### src/shared/measurement_channel_pkg.sv
package measurement_channel_pkg;

	// ----------------------------------------------------------------
	// parameter offsets within the indirect parameter space
	// ----------------------------------------------------------------
	localparam logic [7:0] CHANNEL_ENABLE_LIST_OFFSET = 8'h01;
	localparam logic [7:0] PROXIMITY_EMITTER_SELECT_A_OFFSET = 8'h02;
	localparam logic [7:0] PROXIMITY_EMITTER_SELECT_B_OFFSET = 8'h03;
	localparam logic [7:0] PROXIMITY_RESULT_ALIGNMENT_OFFSET = 8'h05;
	localparam logic [7:0] AMBIENT_RESULT_ALIGNMENT_OFFSET = 8'h06;

	// ----------------------------------------------------------------
	// reset values
	// ----------------------------------------------------------------
	localparam logic [7:0] CHANNEL_ENABLE_LIST_RESET = 8'h00;
	localparam logic [7:0] PROXIMITY_EMITTER_SELECT_A_RESET = 8'h21;
	localparam logic [7:0] PROXIMITY_EMITTER_SELECT_B_RESET = 8'h00;
	localparam logic [7:0] PROXIMITY_RESULT_ALIGNMENT_RESET = 8'h00;
	localparam logic [7:0] AMBIENT_RESULT_ALIGNMENT_RESET = 8'h00;

	// ----------------------------------------------------------------
	// writable bits; reserved bits are held at zero
	// ----------------------------------------------------------------
	localparam logic [7:0] CHANNEL_ENABLE_LIST_MASK = 8'hf7;
	localparam logic [7:0] PROXIMITY_EMITTER_SELECT_A_MASK = 8'h77;
	localparam logic [7:0] PROXIMITY_EMITTER_SELECT_B_MASK = 8'h07;
	localparam logic [7:0] PROXIMITY_RESULT_ALIGNMENT_MASK = 8'h70;
	localparam logic [7:0] AMBIENT_RESULT_ALIGNMENT_MASK = 8'h30;

	// ----------------------------------------------------------------
	// field positions
	// ----------------------------------------------------------------
	localparam int UV_INDEX_ENABLE_BIT = 7;
	localparam int AUXILIARY_ENABLE_BIT = 6;
	localparam int AMBIENT_INFRARED_ENABLE_BIT = 5;
	localparam int AMBIENT_VISIBLE_ENABLE_BIT = 4;
	localparam int PROXIMITY_THREE_ENABLE_BIT = 2;
	localparam int PROXIMITY_TWO_ENABLE_BIT = 1;
	localparam int PROXIMITY_ONE_ENABLE_BIT = 0;
	localparam int PROXIMITY_ONE_EMITTERS_LSB = 0;
	localparam int PROXIMITY_TWO_EMITTERS_LSB = 4;
	localparam int PROXIMITY_THREE_EMITTERS_LSB = 0;
	localparam int PROXIMITY_THREE_LOW_BITS_BIT = 6;
	localparam int PROXIMITY_TWO_LOW_BITS_BIT = 5;
	localparam int PROXIMITY_ONE_LOW_BITS_BIT = 4;
	localparam int AMBIENT_INFRARED_LOW_BITS_BIT = 5;
	localparam int AMBIENT_VISIBLE_LOW_BITS_BIT = 4;

	// ----------------------------------------------------------------
	// widths and counts
	// ----------------------------------------------------------------
	localparam int ADC_WIDTH_DEFAULT = 17;
	localparam int RESULT_WIDTH_DEFAULT = 16;
	localparam int EMITTER_COUNT_DEFAULT = 3;
	localparam int CHANNEL_COUNT = 7;

	// ----------------------------------------------------------------
	// types
	// ----------------------------------------------------------------
	// measurement order follows the enum order
	typedef enum logic [2:0] {
		ch_uv_index,
		ch_auxiliary,
		ch_ambient_infrared,
		ch_ambient_visible,
		ch_proximity_one,
		ch_proximity_two,
		ch_proximity_three
	} channel_t;

	typedef struct packed {
		logic [7:0] high; // upper result byte
		logic [7:0] low; // lower result byte
	} result_pair_t;

	typedef struct packed {
		result_pair_t auxiliary; // shared by uv index and auxiliary
		result_pair_t ambient_infrared;
		result_pair_t ambient_visible;
		result_pair_t proximity_one;
		result_pair_t proximity_two;
		result_pair_t proximity_three;
	} results_t;

	typedef struct packed {
		logic valid; // command present this cycle
		logic write; // 1 = parameter set, 0 = parameter query
		logic [7:0] offset; // parameter offset
		logic [7:0] wdata; // value for a set
	} param_request_t;

endpackage

### src/hdl/measurement_channel_config.sv
// Function
// - uv enable bit 7 fills auxiliary pair
// - auxiliary enable bit 6 fills auxiliary pair
// - bit 5 runs ambient infrared measurement
// - bit 4 runs ambient visible measurement
// - bits 2..0 enable proximity three..one
// - proximity one drives select a bits 2:0
// - proximity two drives select a bits 6:4
// - proximity three drives select b bits 2:0
// - each emitter field bit enables one emitter
// - select a resets to 0x21
// - proximity alignment bits pick low or high
// - proximity alignment resets zero, low nibble zero
// - ambient alignment bits 5,4 pick window
// - parameters reached only by query/set commands
`timescale 1ns/1ps
module measurement_channel_config import measurement_channel_pkg::*; #(
	parameter int ADC_WIDTH = ADC_WIDTH_DEFAULT,
	parameter int RESULT_WIDTH = RESULT_WIDTH_DEFAULT,
	parameter int EMITTER_COUNT = EMITTER_COUNT_DEFAULT
) (
	input wire logic sys_clk_i, // system clock, 10 MHz
	input wire logic reset_i, // synchronous reset, active high
	input wire param_request_t param_req_i, // parameter query/set command
	output logic param_ack_o, // command answered, one cycle
	output logic [7:0] param_rdata_o, // query answer
	input wire logic measure_start_i, // forced or autonomous cycle request
	output logic measure_busy_o, // measurement cycle running
	output logic measure_done_o, // cycle finished, one cycle
	output logic measure_refused_o, // start with empty list, one cycle
	output logic conv_start_o, // start one conversion, one cycle
	output channel_t conv_channel_o, // channel being converted
	input wire logic conv_done_i, // conversion finished
	input wire logic [ADC_WIDTH-1:0] conv_data_i, // raw conversion word
	output logic [2:0] emitter_drive_o, // emitter enables one..three
	output results_t results_o // result byte pairs
);

	// ----------------------------------------------------------------
	// elaboration checks
	// ----------------------------------------------------------------
	generate
		if (RESULT_WIDTH != 16) begin : g_bad_result
			$error("result pairs hold exactly sixteen bits");
		end
		if (EMITTER_COUNT < 1 || EMITTER_COUNT > 3) begin : g_bad_emitters
			$error("one to three emitter drivers are supported");
		end
	endgenerate

	// drivers missing on a smaller variant never fire
	localparam logic [2:0] EMITTER_PRESENT = 3'((4'h1 << EMITTER_COUNT) - 4'h1);

	// ----------------------------------------------------------------
	// parameter memory
	// ----------------------------------------------------------------
	logic [7:0] channel_enable_list; // which channels run
	logic [7:0] proximity_emitter_select_a; // emitters for prox one and two
	logic [7:0] proximity_emitter_select_b; // emitters for prox three
	logic [7:0] proximity_result_alignment; // prox window selects
	logic [7:0] ambient_result_alignment; // ambient window selects
	logic [7:0] next_channel_enable_list;
	logic [7:0] next_proximity_emitter_select_a;
	logic [7:0] next_proximity_emitter_select_b;
	logic [7:0] next_proximity_result_alignment;
	logic [7:0] next_ambient_result_alignment;
	logic next_param_ack;
	logic [7:0] next_param_rdata;

	// set and query commands are the only way in; no direct address map
	always_comb begin
		next_channel_enable_list = channel_enable_list;
		next_proximity_emitter_select_a = proximity_emitter_select_a;
		next_proximity_emitter_select_b = proximity_emitter_select_b;
		next_proximity_result_alignment = proximity_result_alignment;
		next_ambient_result_alignment = ambient_result_alignment;
		next_param_ack = param_req_i.valid;
		next_param_rdata = param_rdata_o;
		if (param_req_i.valid && param_req_i.write) begin
			// masks keep reserved bits at zero
			unique case (param_req_i.offset)
				CHANNEL_ENABLE_LIST_OFFSET: begin
					next_channel_enable_list = param_req_i.wdata & CHANNEL_ENABLE_LIST_MASK;
				end
				PROXIMITY_EMITTER_SELECT_A_OFFSET: begin
					next_proximity_emitter_select_a =
						param_req_i.wdata & PROXIMITY_EMITTER_SELECT_A_MASK;
				end
				PROXIMITY_EMITTER_SELECT_B_OFFSET: begin
					next_proximity_emitter_select_b =
						param_req_i.wdata & PROXIMITY_EMITTER_SELECT_B_MASK;
				end
				PROXIMITY_RESULT_ALIGNMENT_OFFSET: begin
					next_proximity_result_alignment =
						param_req_i.wdata & PROXIMITY_RESULT_ALIGNMENT_MASK;
				end
				AMBIENT_RESULT_ALIGNMENT_OFFSET: begin
					next_ambient_result_alignment =
						param_req_i.wdata & AMBIENT_RESULT_ALIGNMENT_MASK;
				end
				default: begin
					// other parameters live elsewhere; set is dropped
				end
			endcase
		end
		if (param_req_i.valid) begin
			// a set answers with the value just stored
			unique case (param_req_i.offset)
				CHANNEL_ENABLE_LIST_OFFSET: next_param_rdata = next_channel_enable_list;
				PROXIMITY_EMITTER_SELECT_A_OFFSET: begin
					next_param_rdata = next_proximity_emitter_select_a;
				end
				PROXIMITY_EMITTER_SELECT_B_OFFSET: begin
					next_param_rdata = next_proximity_emitter_select_b;
				end
				PROXIMITY_RESULT_ALIGNMENT_OFFSET: begin
					next_param_rdata = next_proximity_result_alignment;
				end
				AMBIENT_RESULT_ALIGNMENT_OFFSET: begin
					next_param_rdata = next_ambient_result_alignment;
				end
				default: next_param_rdata = 8'h00;
			endcase
		end
	end

	// register the parameter memory and the command answer
	always_ff @(posedge sys_clk_i) begin
		if (reset_i) begin
			channel_enable_list <= CHANNEL_ENABLE_LIST_RESET;
			proximity_emitter_select_a <= PROXIMITY_EMITTER_SELECT_A_RESET;
			proximity_emitter_select_b <= PROXIMITY_EMITTER_SELECT_B_RESET;
			proximity_result_alignment <= PROXIMITY_RESULT_ALIGNMENT_RESET;
			ambient_result_alignment <= AMBIENT_RESULT_ALIGNMENT_RESET;
			param_ack_o <= 1'b0;
			param_rdata_o <= 8'h00;
		end else begin
			channel_enable_list <= next_channel_enable_list;
			proximity_emitter_select_a <= next_proximity_emitter_select_a;
			proximity_emitter_select_b <= next_proximity_emitter_select_b;
			proximity_result_alignment <= next_proximity_result_alignment;
			ambient_result_alignment <= next_ambient_result_alignment;
			param_ack_o <= next_param_ack;
			param_rdata_o <= next_param_rdata;
		end
	end

	// ----------------------------------------------------------------
	// per-channel decode
	// ----------------------------------------------------------------
	// emitter field of a channel; each bit is its own emitter enable
	function automatic logic [2:0] emitters_for(input channel_t c);
		logic [2:0] e;
		e = 3'h0;
		unique case (c)
			ch_proximity_one: e = proximity_emitter_select_a[PROXIMITY_ONE_EMITTERS_LSB +: 3];
			ch_proximity_two: e = proximity_emitter_select_a[PROXIMITY_TWO_EMITTERS_LSB +: 3];
			ch_proximity_three: begin
				e = proximity_emitter_select_b[PROXIMITY_THREE_EMITTERS_LSB +: 3];
			end
			default: e = 3'h0; // light channels fire nothing
		endcase
		return e & EMITTER_PRESENT;
	endfunction

	// window choice of a channel; uv and auxiliary have none and keep the top
	function automatic logic low_bits_for(input channel_t c);
		logic b;
		b = 1'b0;
		unique case (c)
			ch_proximity_one: b = proximity_result_alignment[PROXIMITY_ONE_LOW_BITS_BIT];
			ch_proximity_two: b = proximity_result_alignment[PROXIMITY_TWO_LOW_BITS_BIT];
			ch_proximity_three: b = proximity_result_alignment[PROXIMITY_THREE_LOW_BITS_BIT];
			ch_ambient_infrared: b = ambient_result_alignment[AMBIENT_INFRARED_LOW_BITS_BIT];
			ch_ambient_visible: b = ambient_result_alignment[AMBIENT_VISIBLE_LOW_BITS_BIT];
			default: b = 1'b0;
		endcase
		return b;
	endfunction

	// enable list reordered into measurement order
	logic [CHANNEL_COUNT-1:0] list_in_order;
	assign list_in_order = {
		channel_enable_list[PROXIMITY_THREE_ENABLE_BIT],
		channel_enable_list[PROXIMITY_TWO_ENABLE_BIT],
		channel_enable_list[PROXIMITY_ONE_ENABLE_BIT],
		channel_enable_list[AMBIENT_VISIBLE_ENABLE_BIT],
		channel_enable_list[AMBIENT_INFRARED_ENABLE_BIT],
		channel_enable_list[AUXILIARY_ENABLE_BIT],
		channel_enable_list[UV_INDEX_ENABLE_BIT]
	};

	// ----------------------------------------------------------------
	// measurement sequencer
	// ----------------------------------------------------------------
	typedef enum logic [1:0] {st_idle, st_launch, st_wait} seq_state_t;

	seq_state_t state; // sequencer state
	seq_state_t next_state;
	logic [CHANNEL_COUNT-1:0] pending; // channels still to convert
	logic [CHANNEL_COUNT-1:0] next_pending;
	channel_t next_conv_channel;
	logic [2:0] next_emitter_drive;
	logic next_conv_start;
	logic next_measure_done;
	logic next_measure_refused;
	results_t next_results;
	logic [RESULT_WIDTH-1:0] aligned; // converter word cut to sixteen bits
	channel_t pick; // lowest pending channel

	// the converter word is windowed by the current channel's choice
	conversion_aligner #(
		.ADC_WIDTH(ADC_WIDTH),
		.RESULT_WIDTH(RESULT_WIDTH)
	) u_aligner (
		.conversion_i(conv_data_i),
		.low_bits_i(low_bits_for(conv_channel_o)),
		.aligned_o(aligned)
	);

	// lowest set pending bit wins; loop runs downward so it lands lowest
	always_comb begin
		pick = ch_uv_index;
		for (int i = CHANNEL_COUNT - 1; i >= 0; i--) begin
			if (pending[i]) begin
				pick = channel_t'(i[2:0]);
			end
		end
	end

	// sequencing, emitter drive and result capture
	always_comb begin
		next_state = state;
		next_pending = pending;
		next_conv_channel = conv_channel_o;
		next_emitter_drive = emitter_drive_o;
		next_conv_start = 1'b0;
		next_measure_done = 1'b0;
		next_measure_refused = 1'b0;
		next_results = results_o;
		unique case (state)
			st_idle: begin
				if (measure_start_i) begin
					if (list_in_order == '0) begin
						// empty list would loop on nothing; answer and stay idle
						next_measure_refused = 1'b1;
					end else begin
						next_pending = list_in_order; // list is sampled once per cycle
						next_state = st_launch;
					end
				end
			end
			st_launch: begin
				next_conv_channel = pick;
				next_pending[pick] = 1'b0;
				next_emitter_drive = emitters_for(pick);
				next_conv_start = 1'b1;
				next_state = st_wait;
			end
			st_wait: begin
				if (conv_done_i) begin
					next_emitter_drive = 3'h0; // emitters only during their measurement
					unique case (conv_channel_o)
						// uv index and auxiliary share one pair; later one wins
						ch_uv_index, ch_auxiliary: next_results.auxiliary = aligned;
						ch_ambient_infrared: next_results.ambient_infrared = aligned;
						ch_ambient_visible: next_results.ambient_visible = aligned;
						ch_proximity_one: next_results.proximity_one = aligned;
						ch_proximity_two: next_results.proximity_two = aligned;
						ch_proximity_three: next_results.proximity_three = aligned;
					endcase
					if (pending == '0) begin
						next_measure_done = 1'b1;
						next_state = st_idle;
					end else begin
						next_state = st_launch;
					end
				end
			end
		endcase
	end

	// register the sequencer
	always_ff @(posedge sys_clk_i) begin
		if (reset_i) begin
			state <= st_idle;
			pending <= '0;
			conv_channel_o <= ch_uv_index;
			emitter_drive_o <= 3'h0;
			conv_start_o <= 1'b0;
			measure_done_o <= 1'b0;
			measure_refused_o <= 1'b0;
			results_o <= '0;
		end else begin
			state <= next_state;
			pending <= next_pending;
			conv_channel_o <= next_conv_channel;
			emitter_drive_o <= next_emitter_drive;
			conv_start_o <= next_conv_start;
			measure_done_o <= next_measure_done;
			measure_refused_o <= next_measure_refused;
			results_o <= next_results;
		end
	end

	assign measure_busy_o = (state != st_idle);

	// ----------------------------------------------------------------
	// assertions
	// ----------------------------------------------------------------
	property p_select_a_reset;
		@(posedge sys_clk_i) disable iff (reset_i)
		$fell(reset_i) |-> proximity_emitter_select_a == 8'h21;
	endproperty
	a_select_a_reset: assert property (p_select_a_reset)
		else $error("emitter select a not 0x21 after reset");

	property p_prox_align_reserved;
		@(posedge sys_clk_i) disable iff (reset_i)
		param_ack_o |-> proximity_result_alignment[3:0] == 4'h0 && !proximity_result_alignment[7];
	endproperty
	a_prox_align_reserved: assert property (p_prox_align_reserved)
		else $error("proximity alignment reserved bits not zero");

	property p_amb_align_reserved;
		@(posedge sys_clk_i) disable iff (reset_i)
		param_ack_o |-> ambient_result_alignment[7:6] == 2'h0 && ambient_result_alignment[3:0] == 4'h0;
	endproperty
	a_amb_align_reserved: assert property (p_amb_align_reserved)
		else $error("ambient alignment reserved bits not zero");

	property p_prox_one_emitters;
		@(posedge sys_clk_i) disable iff (reset_i)
		(state == st_launch && pick == ch_proximity_one)
			|=> conv_start_o && emitter_drive_o == ($past(proximity_emitter_select_a[2:0]) & EMITTER_PRESENT);
	endproperty
	a_prox_one_emitters: assert property (p_prox_one_emitters)
		else $error("proximity one drove wrong emitters");

	property p_prox_two_emitters;
		@(posedge sys_clk_i) disable iff (reset_i)
		(state == st_launch && pick == ch_proximity_two)
			|=> emitter_drive_o == ($past(proximity_emitter_select_a[6:4]) & EMITTER_PRESENT);
	endproperty
	a_prox_two_emitters: assert property (p_prox_two_emitters)
		else $error("proximity two drove wrong emitters");

	property p_prox_three_emitters;
		@(posedge sys_clk_i) disable iff (reset_i)
		(state == st_launch && pick == ch_proximity_three)
			|=> emitter_drive_o == ($past(proximity_emitter_select_b[2:0]) & EMITTER_PRESENT);
	endproperty
	a_prox_three_emitters: assert property (p_prox_three_emitters)
		else $error("proximity three drove wrong emitters");

	property p_idle_dark;
		@(posedge sys_clk_i) disable iff (reset_i)
		(state == st_idle || conv_channel_o < ch_proximity_one) |-> emitter_drive_o == 3'h0;
	endproperty
	a_idle_dark: assert property (p_idle_dark)
		else $error("emitter driven outside a proximity measurement");

	property p_empty_list_refused;
		@(posedge sys_clk_i) disable iff (reset_i)
		(state == st_idle && measure_start_i && channel_enable_list == 8'h00)
			|=> measure_refused_o && state == st_idle ##1 !measure_refused_o;
	endproperty
	a_empty_list_refused: assert property (p_empty_list_refused)
		else $error("empty channel list started a cycle");

	property p_infrared_window;
		@(posedge sys_clk_i) disable iff (reset_i)
		(state == st_wait && conv_done_i && conv_channel_o == ch_ambient_infrared
			&& ambient_result_alignment[5]) |=> results_o.ambient_infrared == $past(conv_data_i[15:0]);
	endproperty
	a_infrared_window: assert property (p_infrared_window)
		else $error("infrared result not taken from low bits");

	property p_uv_to_auxiliary;
		@(posedge sys_clk_i) disable iff (reset_i)
		(state == st_wait && conv_done_i && conv_channel_o == ch_uv_index)
			|=> results_o.auxiliary == $past(conv_data_i[16:1]);
	endproperty
	a_uv_to_auxiliary: assert property (p_uv_to_auxiliary)
		else $error("uv index result not in auxiliary pair");

endmodule

### src/hdl/conversion_aligner.sv
`timescale 1ns/1ps
module conversion_aligner import measurement_channel_pkg::*; #(
	parameter int ADC_WIDTH = ADC_WIDTH_DEFAULT,
	parameter int RESULT_WIDTH = RESULT_WIDTH_DEFAULT
) (
	input wire logic [ADC_WIDTH-1:0] conversion_i, // raw converter word
	input wire logic low_bits_i, // 1 = report low bits
	output logic [RESULT_WIDTH-1:0] aligned_o // reported result
);

	// ----------------------------------------------------------------
	// elaboration check
	// ----------------------------------------------------------------
	// a window as wide as the converter would make the choice meaningless
	generate
		if (ADC_WIDTH <= RESULT_WIDTH) begin : g_bad_width
			$error("converter must be wider than the reported result");
		end
	endgenerate

	// ----------------------------------------------------------------
	// window select
	// ----------------------------------------------------------------
	// low window keeps resolution, high window keeps range
	always_comb begin
		if (low_bits_i) begin
			aligned_o = conversion_i[RESULT_WIDTH-1:0];
		end else begin
			aligned_o = conversion_i[ADC_WIDTH-1 -: RESULT_WIDTH];
		end
	end

endmodule

### config.mk
export PLATFORM = sky130hd
export DESIGN_NAME = measurement_channel_config
export DESIGN_NICKNAME = d
export VERILOG_FILES = /design/src/shared/measurement_channel_pkg.sv /design/src/hdl/measurement_channel_config.sv /design/src/hdl/conversion_aligner.sv
export SDC_FILE = /design/constraint.sdc
export NUM_CORES = 1
export LEC_CHECK = 0
export BUFFER_PORTS_ARGS = -buffer_cell sky130_fd_sc_hd__buf_2
export CAP_MARGIN = 40
export CORE_MARGIN = 5
export CORE_UTILIZATION = 49
export DETAILED_ROUTE_END_ITERATION = 8
export GPL_TIMING_DRIVEN = 0
export PLACE_DENSITY = 0.76
export SLEW_MARGIN = 40
export SYNTH_ARGS = -nofsm -noshare
export SYNTH_HDL_FRONTEND = slang
export SYNTH_HIERARCHICAL = 1
export SYNTH_SLANG_ARGS = --single-unit
### constraint.sdc
create_clock -name sys_clk_i -period 2 [get_ports sys_clk_i]
set_input_delay 0.2 -clock sys_clk_i [delete_from_list [all_inputs] [get_ports sys_clk_i]]
set_output_delay 0.2 -clock sys_clk_i [all_outputs]
set_load 0.05 [all_outputs]
==> reports/qor.yml, run 1 <==
tightest_slew_ns: 0.666
max_slew_margin_pct: 55.0
holdPathStages: 3
drive_gt1_share_pct: 26.5
via_per_inst: 5.49
wl_per_cell_um: 17.8
yosysWarnings: 6
place_hpwl_um: 14300
htreeDepth: 4
synth-main-ff-cell: "dfxtp_1"
violations: "negative setup slack"
numCtsBuffers: 17
gp_congestion: 0.900
grt_pass1_wl_um: 31200
tns_ns: -0.00829
pwr_density_cell_nw_per_um2: 792
portBuffers: 149
vias: 6113
syn_nets: 788
ctsHoldBuffers: 0
layout.nets: 959
crit_arrival_ns: 2.31
irDropWorstVdd_mv: 0.570
cpMaxStageDelayCell: "dfxtp_4"
grt_pass1_vias: 5769
drt-initial-drc-count: 546
syn2layout_area_growth_pct: 25.2
grt_max_degree: 19
syn_avg_cell_area_um2: 9.10
remaining_drc_errors: 0
antenna_found_initial: 0
setup_violations: 1
root_buffer: "clkbuf_16"
worst-path-max-fanout: 6
synthArstFlopShare_pct: 0
final_util_pct: 62.0
fill_cells: 1218
endpoint_kind: "flip-flop"
layout_setup_ws_ns: -0.00829
fp.dieW_um: 128
io_pins: 154
finalWirelength_um: 19800
insertion_delay_ns: 0.44
worst_ep_required_time_ns: 2.31
path_cells: "mux2_4, a221oi_2, a31oi_1, buf_6, buf_12, mux2_4, mux2i_1, nor2_1"
r2r-end: "results_o[5]$_SDFFE_PP0P_"
r2r_cells: 8
clkSinkCount: 163
synth_edf_count: 0
cts_tree: "done"
grt.overflow.total: 0
initial_core_util_pct: 49.5
period_share_pct: 100
dieArea_um2: 16400
skew_ns: 0.00881
firstDrtPassIters: 5
cap_viol_max_count: 0
clk_pin_slew_ns: 0.07
ys_ff_latch: 163
start_kind: "flip-flop"
clockBufferDepth: 2
slowest_delay_ns: 0.38
hold_viol_final: 0
yosysSeqAreaShare_pct: 47.9
synth_cells: 749
die_h_um: 128
cpMostUsedCell: "mux2_4"
rrSetupSlack_ns: -0.008
critPathKind: "flip-flop to flip-flop"
syn-cell-area_um2: 6820
p_leak_nw: 3.52
ant_nets: 0
coreArea_um2: 13800
grt_util_all_layers_pct: 24.3
holdCritStartpoint: "param_req_i[7]"
min_period_ns: 2.01
status: "finished, violations left"
yosysUniqueCellTypes: 61
final_max_slew_viol_count: 0
num_rows: 43
max_freq_ghz: 0.498
hold_class: "input port to flip-flop"
reg2reg_from: "conv_channel_o[2]$_SDFFE_PP0P_"
rsz0062_at_grt: "yes"
power_mw: 6.76
min_to: "channel_enable_list[7]$_SDFF_PP0_"
[worst max-delay path by stage]
stage	slack (ns)	depth (start not counted)	from	end
after detailed placement	-0.24	7	state[0]$_SDFFE_PP0P_	results_o[12]$_SDFFE_PP0P_
after global routing	-0.09	8	conv_channel_o[2]$_SDFFE_PP0P_	results_o[62]$_SDFFE_PP0P_
after floorplan	-0.07	9	conv_channel_o[2]$_SDFFE_PP0P_	results_o[52]$_SDFFE_PP0P_
final	-0.008	8	conv_channel_o[2]$_SDFFE_PP0P_	results_o[5]$_SDFFE_PP0P_
after CTS	0.002	8	conv_channel_o[2]$_SDFFE_PP0P_	results_o[5]$_SDFFE_PP0P_
after global placement	-0.19	7	state[0]$_SDFFE_PP0P_	results_o[13]$_SDFFE_PP0P_
[state kept, by name, summed over array words and instances (netlist names)]
signal                      cells
conv_channel_o                  3
channel_enable_list             8
state                           2
pending                         7
param_rdata_o                   8
proximity_emitter_select_a      8
results_o                      96
proximity_emitter_select_b      8
ambient_result_alignment        8
conv_start_o                    1
measure_refused_o               1
param_ack_o                     1
proximity_result_alignment      8
measure_done_o                  1
emitter_drive_o                 3
[routing by layer]
layer  GRT usage [%]  share of wire [%]  vias to the layer above
li1                -                  -                     2958
met1            32.6                 44                     2907
met2            37.8                 46                      209
met3            6.33                7.0                       39
met4            8.86                2.6                        0
met5               0                  0                        -
[power by group]
part	leakage, nW	internal [mW]	total [mW]	switching (mW)
clock network	0.285	1.67	3.20	1.53
logic	1.92	0.0929	0.309	0.216
registers	1.31	3.24	3.25	0.000915
total	3.52	5.01	6.76	1.75
[placed cells by master (no fill, tap or decap), types with 8 or more instances in the layout]
master / n
dfxtp_1: 160
a21oi_1: 67
nor2b_1: 8
o21ai_0: 8
mux2_4: 15
nor3_1: 8
nor2_1: 82
and2_1: 17
and3_1: 9
clkbuf_1: 30
clkbuf_16: 18
mux2i_1: 78
nand2b_1: 8
nand2_1: 119
nand3_1: 12
buf_2: 153
[cells in the mapped netlist (all sizes together), types with 2 or more instances]
master / count / area, µm²
a211oi: 7 / 52.6
a21bo: 2 / 20.0
a21boi: 2 / 15.0
a21oi: 67 / 335
a22oi: 4 / 30.0
a31oi: 5 / 31.3
a32o: 2 / 20.0
a41oi: 2 / 17.5
and2: 17 / 106
and3: 9 / 56.3
buf: 11 / 93.8
clkbuf: 38 / 143
dfxtp: 163 / 3260
inv: 7 / 26.3
mux2: 18 / 240
mux2i: 78 / 781
nand2: 123 / 464
nand2b: 8 / 50.1
nand3: 12 / 60.1
nand3b: 7 / 52.6
nor2: 82 / 308
nor2b: 9 / 56.3
nor3: 15 / 118
nor3b: 3 / 22.5
nor4: 6 / 67.6
o2111ai: 3 / 26.3
o211ai: 4 / 30.0
o21ai: 8 / 40.0
o221ai: 2 / 17.5
o22ai: 3 / 18.8
o311ai: 3 / 26.3
o31ai: 3 / 22.5
or2: 2 / 12.5
or3: 5 / 31.3
or4: 4 / 33.8
[cell type report]
class | count | area (µm²) | share of cell area (%)
multi-input cells | 530 | 3390 | 39.7
flip-flops and latches | 163 | 3270 | 38.3
repair buffers | 155 | 808 | 9.47
clock buffers | 17 | 425 | 4.98
plain buffers | 46 | 235 | 2.76
well taps | 180 | 225 | 2.64
clock inverters | 15 | 158 | 1.85
inverters | 7 | 26.3 | 0.308
diodes | 1 | 2.50 | 0.0293
[per-stage QoR]
| stage | cells | hold slack [ns] | cell area, µm² | setup WS (ns) |
|---|---|---|---|---|
| after detailed placement | 1078 | 0.446 | 7820 | -0.235 |
| final | 1114 | 0.0373 | 8540 | -0.00829 |
| after floorplan | 749 | 0.325 | 6850 | -0.0729 |
| after global placement | 1078 | 0.440 | 7820 | -0.193 |
| after CTS | 1113 | 0.0294 | 8450 | 0.00221 |
| after global routing | 1113 | 0.0402 | 8530 | -0.0900 |
[repair_timing]
item / 4_1_cts / 5_1_grt
buffers inserted: 5 / 0
endpoints found under the setup margin: 77 / 90
pin swaps: 3 / 2
gates cloned: 0 / 1
gates resized for setup: 7 / 20
[worst max-delay path, delay by kind of cell, from the launching register on]
| kind | cells | cell delay, ns |
|---|---|---|
| AO/OA/AOI/OAI | 2 | 0.28 |
| buffers and inverters | 2 | 0.30 |
| flip-flops | 1 | 0.38 |
| multiplexers | 3 | 0.85 |
| AND/OR/NAND/NOR | 1 | 0.07 |
[cell families after synthesis]
group           count (synthesis)  share of synthesized area [%]
simple gates                  308                           21.9
flops                         163                           47.9
compound gates                126                           11.5
mux                            96                           15.0
buf+inv                        56                           3.85
Power figures use the tool's default switching activity.
==> inputs of run 2 (changes only) <==
PLACE_DENSITY = unset   (was 0.76)
PLACE_DENSITY_LB_ADDON = 0.12   (was unset)
==> run 2 against run 1 <==
Against the previous run: the flow still finishes with violations (negative setup slack); power about the same; non-clock buffer count stayed put; first-iteration DRC count down 20%; clock skew hardly changed; core utilization shrank 0.20 points; final cell count barely moved; sequential share of layout area grew 0.12 points; combinational power is 2% higher; die area did not move; global-route usage increased by 0.14 points; sequential cell count did not move; sequential power barely moved; critical endpoint is now results_o[52]$_SDFFE_PP0P_; largest cell class unchanged.
==> reports/qor.yml, run 2 (synthesis results as in run 1) <==
rsz0062_at_grt: "yes"
worst_ep_required_time_ns: 2.30  # about the same
drive_gt1_share_pct: 26.3  # -0.21 points
p_leak_nw: 3.52  # about the same
via_per_inst: 5.56  # +1.4%
period_share_pct: 101  # +0.19 points
holdCritStartpoint: "param_req_i[0]"
firstDrtPassIters: 5  # unchanged
finalWirelength_um: 20200  # +2.3%
remaining_drc_errors: 0  # unchanged
die_h_um: 128  # unchanged
syn2layout_area_growth_pct: 24.8
final_util_pct: 61.8  # -0.20 points
hold_slack_ns: 0.0424  # +0.00512 ns
num_rows: 43  # unchanged
critPathKind: "flip-flop to flip-flop"
path_cells: "mux2_4, a221oi_2, a31oi_2, buf_6, buf_12, mux2_4, mux2i_2, nor2_1"
cts_tree: "done"
endpoint_kind: "flip-flop"
top_register: "results_o"
grt_pass1_wl_um: 31500  # +1.1%
layout_commonest_cell: "dfxtp_1"
setup_violations: 3  # +2
irDropWorstVdd_mv: 0.636  # +11%
rrSetupSlack_ns: -0.01  # about the same
grt_pass1_vias: 5992  # +3.9%
root_buffer: "clkbuf_16"
diodes: 0  # -1
power_mw: 6.75  # about the same
final_max_slew_viol_count: 0  # unchanged
vias: 6192  # +1.3%
antenna_found_initial: 0  # unchanged
clk_pin_slew_ns: 0.07  # about the same
min_period_ns: 2.01  # +0.00372 ns
insertion_delay_ns: 0.43  # about the same
place_hpwl_um: 15100  # +5.8%
largest_reg_flops: 96  # unchanged
crit_path_start: "conv_channel_o[2]$_SDFFE_PP0P_"
cpMaxStageDelayCell: "dfxtp_4"
tightest_slew_ns: 0.707  # +0.0409 ns
reg2reg_from: "conv_channel_o[2]$_SDFFE_PP0P_"
crit_arrival_ns: 2.31  # about the same
layout.nets: 959  # unchanged
drt-initial-drc-count: 438  # -20%
htreeDepth: 4  # unchanged
max_slew_margin_pct: 52.4  # -2.5 points
start_kind: "flip-flop"
gp_congestion: 0.903  # +0.27%
numCtsBuffers: 17  # unchanged
cap_viol_max_count: 0  # unchanged
grt_util_all_layers_pct: 24.4  # +0.14 points
pwr_density_cell_nw_per_um2: 794  # +0.26%
fill_cells: 1222  # +0.33%
hold_viol_final: 0  # unchanged
fp.dieW_um: 128  # unchanged
layout_setup_ws_ns: -0.0120  # -0.00372 ns
max_freq_ghz: 0.497  # -0.18%
hold_class: "input port to flip-flop"
portBuffers: 149  # unchanged
worst-path-max-fanout: 10  # +4
wl_per_cell_um: 18.2  # +2.3%
cpMostUsedCell: "mux2_4"
clkSinkCount: 163  # unchanged
violations: "negative setup slack"
status: "finished, violations left"
slowest_delay_ns: 0.37  # about the same
dieArea_um2: 16400  # unchanged
skew_ns: 0.00863  # -0.000178 ns
clockBufferDepth: 2  # unchanged
ant_nets: 0  # unchanged
coreArea_um2: 13800  # unchanged
io_pins: 154  # unchanged
initial_core_util_pct: 49.5  # unchanged
grt.overflow.total: 0  # unchanged
final_cell_mix: "dfxtp_1 (160), buf_2 (151), nand2_1 (122), nor2_1 (82), mux2i_1 (77)"
grt_max_degree: 17  # -2
[run 2: cell count changes in the layout (fill, tap and decap cells not counted), moves of 2 or more]
cell        before  now
inv_8            5    0
nand2_1        119  122
nor3_4           6    4
buf_2          153  151
mux2_4          15   17
clkinvlp_4       1    3
clkinv_4         2    4
clkbuf_2         3    5
inv_6            5    3
mux2_2           3    1
nand2_2          4    1
nor3_2           1    3
[run 2: critical path: cells and delay by family (launching register included)]
family                 cells  cell delay, ns
muxes                      3            0.83
DFF                        1            0.37
AOI/OAI and AO/OA          2            0.32
and+or+nand+nor            1            0.07
buffers and inverters      2            0.29
[run 2: worst paths after layout]
| path | endpoint | cells past startpoint |
|---|---|---|
| setup / recovery | results_o[52]$_SDFFE_PP0P_ | 8 |
| hold / removal | proximity_emitter_select_a[0]$_SDFF_PP1_ | 3 |
| setup reg to reg | results_o[52]$_SDFFE_PP0P_ | 8 |
| hold reg to reg | results_o[84]$_SDFFE_PP0P_ | 2 |
[run 2: timing repair]
| item | CTS | global route |
|---|---|---|
| resized for setup | 11 | 12 |
| setup buffers | 6 | 0 |
| hold buffers | 0 | 0 |
| setup endpoints to repair | 78 | 76 |
| endpoints found under the hold margin | 0 | 0 |
| pin swaps | 3 | 0 |
[run 2: per-stage QoR]
stage                     cell area, µm²  setup TNS, ns  setup slack [ns]  cells
after floorplan                     6850          -2.58           -0.0729    749
after global placement              7820          -5.01            -0.227   1078
after detailed placement            7820          -7.90            -0.268   1078
after CTS                           8480        -0.0255           -0.0218   1113
after global routing                8510          -1.69           -0.0692   1113
final                               8510        -0.0190           -0.0120   1113
[run 2: area by class of cell]
class | count | area [µm²] | share of cell area [%]
Multi-Input combinational cell | 530 | 3370 | 39.6
Sequential cell | 163 | 3270 | 38.4
Timing Repair Buffer | 155 | 791 | 9.29
Clock buffer | 18 | 439 | 5.16
Buffer | 46 | 235 | 2.76
Tap cell | 180 | 225 | 2.65
Clock inverter | 14 | 151 | 1.78
Inverter | 7 | 26.3 | 0.309
[run 2: metal layers]
metal / routed length (µm) / track usage [%] / vias to the layer above
met4: 617 / 10.1 / 0
met5: 0 / 0 / -
li1: - / - / 2946
met1: 9430 / 33.9 / 2954
met2: 8840 / 36.9 / 237
met3: 1330 / 5.50 / 55
[run 2: report_power, final]
group	switching, mW	internal, mW	total [mW]
Combinational	0.221	0.0933	0.315
Clock	1.41	1.78	3.19
Sequential	0.00104	3.25	3.25
